[src/verilog/sdd_consts.svh]
// Constants for the serial display driver: sizes, pin slots, reset values, timing
`ifndef SDD_CONSTS_SVH
`define SDD_CONSTS_SVH

// ****************************************************************
// Sizes
// ****************************************************************
`define SDD_STAGES      12
`define SDD_NPINS       4

// ****************************************************************
// Pin slots in the synchronised pin vector
// ****************************************************************
`define SDD_PIN_DATA    0
`define SDD_PIN_SCLK    1
`define SDD_PIN_XFER    2
`define SDD_PIN_GATE_N  3

// ****************************************************************
// Reset values
// ****************************************************************
`define SDD_WORD_RESET  12'h000
// Pins rest high, as an open pin would; this keeps the outputs blank
`define SDD_PINS_IDLE   4'hf

// ****************************************************************
// Timing
// ****************************************************************
`define SDD_CLK_NS      40
// Fastest serial clock that the host may apply, in kHz
`define SDD_SCLK_MAX_KHZ 4000
// Edges from a pin change to the synchronised level
`define SDD_SYNC_EDGES  4

`endif

[src/verilog/sdd_pkg.sv]
// Types shared by the serial display driver modules
`include "sdd_consts.svh"

package sdd_pkg;
    typedef logic [`SDD_STAGES-1:0] sdd_word_t;
    typedef logic [`SDD_NPINS-1:0]  sdd_pins_t;
endpackage

[src/verilog/sdd_pin_if.sv]
// Synchronised pin levels passed from the pin synchroniser to the driver core
`timescale 1ns/1ps

interface sdd_pin_if;
    import sdd_pkg::*;
    sdd_pins_t lvl;
    modport sync (output lvl);
    modport core (input  lvl);
endinterface

[src/verilog/sdd_pin_sync.sv]
// Three-stage pin synchroniser with agreement filter
`timescale 1ns/1ps
`include "sdd_consts.svh"

module sdd_pin_sync (
    input  wire logic              clk_sys,
    input  wire logic              srst,
    input  wire sdd_pkg::sdd_pins_t pin_raw,
    sdd_pin_if.sync                 pins
);
    import sdd_pkg::*;

    sdd_pins_t stage1;
    sdd_pins_t stage2;
    sdd_pins_t stage3;
    sdd_pins_t agree;

    // Stage 1 feeds stage 2 only; metastability stays out of the filter
    always_ff @(posedge clk_sys) begin
        if (srst) begin
            stage1 <= `SDD_PINS_IDLE;
            stage2 <= `SDD_PINS_IDLE;
            stage3 <= `SDD_PINS_IDLE;
        end else begin
            stage1 <= pin_raw;
            stage2 <= stage1;
            stage3 <= stage2;
        end
    end

    assign agree = ~(stage2 ^ stage3);

    // Each pin moves only when the last two stages agree
    always_ff @(posedge clk_sys) begin
        if (srst) begin
            pins.lvl <= `SDD_PINS_IDLE;
        end else begin
            pins.lvl <= (stage3 & agree) | (pins.lvl & ~agree);
        end
    end
endmodule

[src/verilog/sdd_driver.sv]
// Twelve-output serial-in display driver core with hold stages and output gate
//
// Behaviour
// - The twelve shift stages advance once per serial clock rising edge and hold otherwise.
// - On a shift each stage takes the one below it and stage one takes the serial input.
// - While the transfer gate is high the hold stages follow the shift stages.
// - While the transfer gate is low the hold stages keep their values.
// - Each drive output is its hold stage ANDed with the active output gate.
// - The output gate is active low and when high forces all drive outputs low.
// - With the gate low, drive output n shows hold stage n one to one.
// - The cascade output always shows the last shift stage, whatever the gates do.
// - Any input pin that is left open reads as a high level.
`timescale 1ns/1ps
`include "sdd_consts.svh"

module sdd_driver (
    input  wire logic               clk_sys,
    input  wire logic               srst,
    input  wire logic               pin_data,
    input  wire logic               pin_sclk,
    input  wire logic               pin_xfer,
    input  wire logic               pin_gate_n,
    input  wire sdd_pkg::sdd_pins_t pin_open,
    output      sdd_pkg::sdd_word_t drive_outputs,
    output      logic               cascade_out
);
    import sdd_pkg::*;

    // ****************************************************************
    // Pin capture
    // ****************************************************************
    sdd_pin_if  pins ();
    sdd_pins_t  pin_raw;
    sdd_pins_t  pin_wired;

    assign pin_wired = {pin_gate_n, pin_xfer, pin_sclk, pin_data};
    // Open pins behave as pulled high
    assign pin_raw   = pin_wired | pin_open;

    sdd_pin_sync u_sync (
        .clk_sys (clk_sys),
        .srst    (srst),
        .pin_raw (pin_raw),
        .pins    (pins.sync)
    );

    logic data_lvl;
    logic sclk_lvl;
    logic xfer_lvl;
    logic gate_n_lvl;
    logic sclk_prev;
    logic sclk_rise;

    assign data_lvl   = pins.lvl[`SDD_PIN_DATA];
    assign sclk_lvl   = pins.lvl[`SDD_PIN_SCLK];
    assign xfer_lvl   = pins.lvl[`SDD_PIN_XFER];
    assign gate_n_lvl = pins.lvl[`SDD_PIN_GATE_N];
    // Data travels the same synchroniser path, so it lines up with the edge
    assign sclk_rise  = sclk_lvl & ~sclk_prev;

    // ****************************************************************
    // Shift and hold stages
    // ****************************************************************
    sdd_word_t shift_stages;
    sdd_word_t hold_stages;
    sdd_word_t next_shift;
    sdd_word_t next_hold;
    sdd_word_t next_drive;

    assign next_shift = sclk_rise ? {shift_stages[`SDD_STAGES-2:0], data_lvl}
                                  : shift_stages;
    // Follows the shift stages in the same edge, so the gate looks transparent
    assign next_hold  = xfer_lvl ? next_shift
                                 : hold_stages;

    // Output gating, one AND per line
    genvar g;
    generate
        for (g = 0; g < `SDD_STAGES; g = g + 1) begin : g_drive
            assign next_drive[g] = next_hold[g] & ~gate_n_lvl;
        end
    endgenerate

    always_ff @(posedge clk_sys) begin
        if (srst) begin
            sclk_prev <= 1'b1;
        end else begin
            sclk_prev <= sclk_lvl;
        end
    end

    always_ff @(posedge clk_sys) begin
        if (srst) begin
            shift_stages <= `SDD_WORD_RESET;
            hold_stages  <= `SDD_WORD_RESET;
        end else begin
            shift_stages <= next_shift;
            hold_stages  <= next_hold;
        end
    end

    // ****************************************************************
    // Output flops
    // ****************************************************************
    // Registered so that pins never glitch on combinational decode
    always_ff @(posedge clk_sys) begin
        if (srst) begin
            drive_outputs <= `SDD_WORD_RESET;
            cascade_out   <= 1'b0;
        end else begin
            drive_outputs <= next_drive;
            cascade_out   <= next_shift[`SDD_STAGES-1];
        end
    end
endmodule

[config.mk]
export PLATFORM = sky130hd
export DESIGN_NAME = sdd_driver
export DESIGN_NICKNAME = d
export VERILOG_FILES = /design/src/verilog/sdd_pkg.sv /design/src/verilog/sdd_pin_if.sv /design/src/verilog/sdd_pin_sync.sv /design/src/verilog/sdd_driver.sv
export VERILOG_INCLUDE_DIRS = /design/src /design/src/verilog
export SDC_FILE = /design/constraint.sdc
export NUM_CORES = 1
export LEC_CHECK = 0
export BUFFER_PORTS_ARGS = -buffer_cell sky130_fd_sc_hd__buf_2
export CAP_MARGIN = 20
export CORE_ASPECT_RATIO = 0.7
export CORE_MARGIN = 2
export CORE_UTILIZATION = 55
export CTS_CLUSTER_SIZE = 25
export DETAILED_ROUTE_END_ITERATION = 6
export GPL_ROUTABILITY_DRIVEN = 0
export MAX_ROUTING_LAYER = met4
export PLACE_DENSITY_LB_ADDON = 0.08
export RECOVER_POWER = 25
export SLEW_MARGIN = 0
export SYNTH_ARGS = -nofsm -noshare
export SYNTH_HDL_FRONTEND = slang
export SYNTH_SLANG_ARGS = --single-unit
[constraint.sdc]
create_clock -name clk_sys -period 1.4 [get_ports clk_sys]
set_clock_uncertainty 0.05 [all_clocks]
set_input_delay 0.21 -clock clk_sys [delete_from_list [all_inputs] [get_ports clk_sys]]
set_output_delay 0.21 -clock clk_sys [all_outputs]
set_load 0.005 [all_outputs]
==> results by group, run 1 <==
Global route
  – Grt peak-use layer: met2
  – Vias in the first global route: ~1.0k
  – Initial antenna violation count: 0
  – GR Util All Layers: 18.1%
  – Grt ovf: 0
  – Routing usage on met3: about 5.8%
  – Met1 usage: 24.6%
  – Largest net degree at the start of global routing: 25
  – First-pass GRT wire length: 4.87 mm
  – Grt met2 use: 25.0%

Layout
  – Layout cells sized above 1: 23.5%
  – Fillers: 265
  – Final core occ: 66.4%
  – Reg area: 0.00106 mm2
  – Multi-input gate area: 708 um2
  – Area grow syn2layout: 14.5%
  – ANT cells: 0
  – Finished Layout Cells: 238
  – Fin nets: between 200 and 250

Logic synthesis
  – Mapped Nets: around 190
  – Sequential cell area fraction in the yosys report: about three fifths
  – Syn avg cell area: 10.4 um2
  – Cells after Synth: 175
  – Number of synthesized flops with an enable pin: 0
  – Yosys top cell area share: 58.2%
  – Netlist cell types: 18
  – Synth area leaders: dfxtp_1 (58%), mux2i_1 (13%), nor3_1 (6.6%)
  – FF+latch count, synth: 53
  – Post-synth top area cell: dfxtp_1
  – Commonest cells post-synth: dfxtp_1 (53), nor2_1 (28), nor3_1 (24)
  – Most common cell in the netlist: dfxtp_1
  – FFs w/ async S/R, synth: 0%
  – Post-Syn Area: 0.00182 mm2
  – Ys flop type: dfxtp_1
  – Synth Warn #: 0

Floorplan
  – Ports: 23
  – Row count: 17
  – Placeable core region: 0.00315 mm2
  – Full die area: 0.00380 mm2
  – Initial Util: 57.9%
  – Die Wd: 72.8 um
  – Die Y: 52.2 um

STA
  – Setup TNS: 0 ns
  – Fmax achieved: 762 MHz
  – Final slew viol count: 0
  – Fin crit period: between 1 and 1.5 ns
  – Fin Hold WS: 0.0369 ns
  – Final setup fails: 0
  – Hold Violations, Final: 0
  – Period utilization: 93.8%
  – Relative slew slack: 73.0%
  – Actual slew at the worst max-slew pin: 0.405 ns
  – Unrepaired setup endpoints after global routing: false

Route
  – Total number of vias: around 1.2k
  – DRT iter0 DRCs: 45
  – Post-DR vias/cell: between 4 and 5
  – DRC: 0
  – WL/cell: 12.2 um
  – Overall routed net length: 2.90 mm
  – Drt first pass iters: 4
  – ANT nets after route: 0

Pwr
  – Power Dens Cells: ~1200 mW/mm2
  – VDD IR max: 963 uV
  – LEAKAGE: 0.000838 uW
  – Comb power frac: 1.6%
  – Pint: ~2100 uW
  – Clock share of power: 39.6%
  – P_sw: 466 uW
  – Switching Share: between 10% and 20%
  – Power share of the sequential group: 58.8%

Clock tree
  – Sink Count: 53
  – Clock-pin transition on the worst setup and hold timing paths: 0.09 ns
  – H-Tree Depth: 2
  – Post-CTS Setup Bufs: 0
  – CTS Buf Count: 5
  – Max clock buf depth: 2
  – Hold bufs inserted after CTS: 0
  – Root Driver: clkbuf_8
  – CTS tree: yes
  – Worst-Skew Late Latency: 0.30 ns

Setup path
  – Maximum fanout along the worst path: 24
  – Critical Path RT: 1.53 ns
  – CP endpoint kind: flip-flop
  – CP Launch Type: flip-flop
  – Arrival @ worst endpoint: roughly 1.4 ns
  – Critical path class: flip-flop to flip-flop

Min path
  – Hold Path Class: input port to flip-flop
  – Hold Path Origin: pin_gate_n

Placement
  – Final HPWL DP: about 2.1 mm
  – Placed cells: 230
  – IO Port Bufs: 22

Flow run
  – Max-cap violations: 0

Run status
  – Status: finished clean
[flip-flops by register name, indices dropped and copies added (netlist names), named ones only]
name	cells
drive_outputs	12
hold_stages	12
sclk_prev	1
shift_stages	12
u_sync.stage1	4
u_sync.stage2	4
u_sync.stage3	4
[metal layers]
layer,vias to the layer above,share of wire [%],wire [um]
met2,19,41,1190
met5,-,0,0
met1,530,54,1560
li1,630,-,-
met3,4,4.0,116
met4,0,1.1,33
[timing repair]
action	4_1_cts	5_1_grt
hold endpoints to repair	0	0
setup endpoints to repair	0	6
gates resized for setup	0	4
[per-stage QoR]
stage	total power, uW	setup slack (ns)	area [um2]
final	2580	0.0871	2090
after global routing	2670	0.00265	2090
after CTS	2610	0.0781	2080
after detailed placement	1600	0.0941	1960
after global placement	1600	0.132	1960
after floorplan	1580	0.186	1820
[worst paths after layout]
kind / end / slack, ns / cells after the start
setup / recovery: hold_stages[9] / 0.09 / 4
hold / removal: u_sync.stage1[3] / 0.04 / 2
setup reg to reg: hold_stages[9] / 0.09 / 4
hold reg to reg: u_sync.stage2[2] / 0.37 / 1
[area by class of cell]
| class | count | share of cell area, % |
|---|---|---|
| multi-input combinational | 112 | 33.9 |
| tap | 38 | 2.28 |
| clock inverter | 1 | 1.44 |
| sequential | 53 | 50.8 |
| timing repair buffer | 27 | 7.49 |
| clock buffer | 7 | 4.13 |
[worst max-delay path: stages (launching register included)]
cell	delay, ns
dfxtp_1	0.37
and2b_1	0.18
buf_12	0.20
mux2i_1	0.30
nor3_1	0.08
[power by group through the flow]
| stage | Clock [uW] | Combinational [uW] | Sequential [uW] |
|---|---|---|---|
| CTS | 1050 | 42.9 | 1520 |
| detailed placement | 0 | 42.7 | 1560 |
| global route | 1100 | 46.1 | 1520 |
| finish | 1020 | 40.5 | 1520 |
| global placement | 0 | 41.6 | 1550 |
| floorplan | 0 | 22.6 | 1550 |
[cell usage in the layout, fill, tap and decap left out]
cell type and n:
and2b_1 1, mux2i_2 4, clkbuf_8 6, buf_4 3, or4bb_1 1, dfxtp_1 53, o21bai_1 4, clkbuf_1 2
or3_1 4, or2b_1 1, nand2b_1 11, mux2i_1 19, or2_2 10, o21ai_0 1, nor2_1 28, buf_2 21
a21oi_1 4, buf_12 1, bufinv_16 1, clkbuf_2 1, nor3_1 24
[logic make-up after synthesis]
group                  synth area share, %
AO/OA/AOI/OAI                         3.02
AND/OR/NAND/NOR                       22.4
flip-flops                            58.2
buffers and inverters                 3.84
multiplexers                          12.6
Power figures use the tool's default switching activity.
==> run 2, diff against run 1 <==
--- a/config.mk
+++ b/config.mk
@@ -11,11 +11,11 @@
 export CORE_ASPECT_RATIO = 0.7
 export CORE_MARGIN = 2
 export CORE_UTILIZATION = 55
-export CTS_CLUSTER_SIZE = 25
+export CTS_CLUSTER_SIZE = 12
 export DETAILED_ROUTE_END_ITERATION = 6
 export GPL_ROUTABILITY_DRIVEN = 0
 export MAX_ROUTING_LAYER = met4
-export PLACE_DENSITY_LB_ADDON = 0.08
+export PLACE_DENSITY = 0.76
 export RECOVER_POWER = 25
 export SLEW_MARGIN = 0
 export SYNTH_ARGS = -nofsm -noshare
==> results by group, run 2 (synthesis gave the netlist of run 1 again) <==
STA
  – Relative slew slack: 70.3% (-2.6 points)
  – Actual slew at the worst max-slew pin: 0.445 ns (+0.0396 ns)
  – PnR worst setup slack: 0.103 ns (+0.0159 ns)
  – Final setup fails: 0 (unchanged)
  – Period utilization: 92.6% (-1.1 points)
  – Unrepaired setup endpoints after global routing: false
  – Fin Hold WS: 0.0334 ns (-0.00352 ns)
  – Setup TNS: 0 ns (unchanged)
  – Fin crit period: 1.30 ns (-0.0159 ns)
  – Final slew viol count: 0 (unchanged)
  – Fmax achieved: 771 MHz (+1.2%)
  – Hold Violations, Final: 0 (unchanged)

Layout
  – Largest registers: drive_outputs x12, hold_stages x12, shift_stages x12
  – Leading cell type in the layout, fill and taps excluded: dfxtp_1
  – Area grow syn2layout: 12.9%
  – Fillers: 251 (-5.3%)
  – Layout cells sized above 1: 22.8% (-0.73 points)
  – Final core occ: 65.4% (-0.95 points)
  – Reg area: 0.00106 mm2 (unchanged)
  – Most frequent cells in the layout: dfxtp_1 (53), nor2_1 (28), nor3_1 (24), mux2i_1 (22), buf_2 (21)
  – Multi-input gate area: 697 um2 (-1.6%)
  – ANT cells: 0 (unchanged)
  – Fin nets: 211 (+0.96%)

Pwr
  – LEAKAGE: 0.000832 uW (-0.71%)
  – VDD IR max: 672 uV (-30%)
  – Power Dens Cells: 1150 mW/mm2 (-6.8%)
  – Tot Pwr: 2370 uW (-8.2%)

Placement
  – Final HPWL DP: 2.30 mm (+11%)
  – IO Port Bufs: 22 (unchanged)
  – Pre-CTS setup slack: 0.115 ns (+0.0207 ns)

Flow run
  – Max-cap violations: 0 (unchanged)

Floorplan
  – Die Y: 52.2 um (unchanged)
  – Row count: 17 (unchanged)
  – Initial Util: 57.9% (unchanged)
  – Placeable core region: 0.00315 mm2 (unchanged)
  – Full die area: 0.00380 mm2 (unchanged)
  – Die Wd: 72.8 um (unchanged)
  – Ports: 23 (unchanged)

Global route
  – First-pass GRT wire length: 5.40 mm (+11%)
  – Largest net degree at the start of global routing: 28 (+12%)
  – Vias in the first global route: 1184 (+14%)
  – Grt met2 use: 30.0% (+5.0 points)
  – Routing usage on met3: 6.73% (+0.96 points)
  – Grt peak-use layer: met2
  – Met1 usage: 23.9% (-0.67 points)
  – Initial antenna violation count: 0 (unchanged)
  – Grt ovf: 0 (unchanged)
  – GR Util All Layers: 20.2% (+2.1 points)

Route
  – DRC: 0 (unchanged)
  – DRT iter0 DRCs: 51 (+13%)
  – Drt first pass iters: 4 (unchanged)
  – Overall routed net length: 3.21 mm (+11%)
  – Post-DR vias/cell: 5.24 (+5.4%)
  – WL/cell: 13.4 um (+9.9%)
  – Total number of vias: 1257 (+6.3%)
  – ANT nets after route: 0 (unchanged)

Setup path
  – CP endpoint kind: flip-flop
  – Critical path class: flip-flop to flip-flop
  – Maximum fanout along the worst path: 3 (-88%)
  – Critical Path RT: 1.54 ns (about the same)
  – Arrival @ worst endpoint: 1.43 ns (about the same)
  – CP Launch Type: flip-flop

Clock tree
  – Post-CTS Setup Bufs: 0 (unchanged)
  – Worst-Skew Late Latency: 0.31 ns (about the same)
  – CTS tree: yes
  – Clock-pin transition on the worst setup and hold timing paths: 0.09 ns (about the same)
  – Root Driver: clkbuf_8
  – H-Tree Depth: 2 (unchanged)
  – Max clock buf depth: 2 (unchanged)
  – CTS Buf Count: 5 (unchanged)
  – Sink Count: 53 (unchanged)

Min path
  – Hold Path Class: input port to flip-flop
  – Hold Path Origin: pin_open[3]

Run status
  – Status: finished clean
run 2: critical path, cell delays in order (launching register included):
cell     delay [ns]
dfxtp_1        0.39
or4bb_1        0.49
o21ai_0        0.13
nor3_1         0.11
run 2: layout make-up:
cell class | instances | area share [%]
clock inverter | 2 | 0.486
clock buffer | 6 | 3.52
sequential | 53 | 51.5
tap | 38 | 2.31
multi-input combinational | 112 | 33.8
timing repair buffer | 29 | 8.32
run 2: what timing repair did:
item	in CTS	in global routing
endpoints found under the hold margin	0	0
resized for setup	0	1
endpoints found under the setup margin	0	1
hold buffers	0	0
run 2: power by group:
group	total [uW]	leakage (uW)	internal, uW	switching (uW)
clock	811	0.0000450	347	464
combinational	42.1	0.000358	19.2	23.0
sequential	1520	0.000429	1520	4.07
run 2: final timing paths:
check,to,slack [ns],cells past startpoint
setup / recovery,drive_outputs[0],0.10,3
hold / removal,u_sync.stage1[3],0.03,2
setup reg to reg,drive_outputs[0],0.10,3
hold reg to reg,u_sync.stage2[3],0.37,1
run 2: layer usage:
metal | share of wire, % | routed length (um) | vias to the layer above
met4 | 2.4 | 77 | 0
met2 | 44 | 1420 | 29
met5 | 0 | 0 | -
met3 | 4.8 | 154 | 8
met1 | 49 | 1560 | 583
li1 | - | - | 637
run 2: per-stage QoR:
stage	instance area, um2	std cells
6_report	2060	240
5_1_grt	2060	240
4_1_cts	2060	240
3_5_place_dp	1980	232
3_3_place_gp	1980	232
2_1_floorplan	1820	175
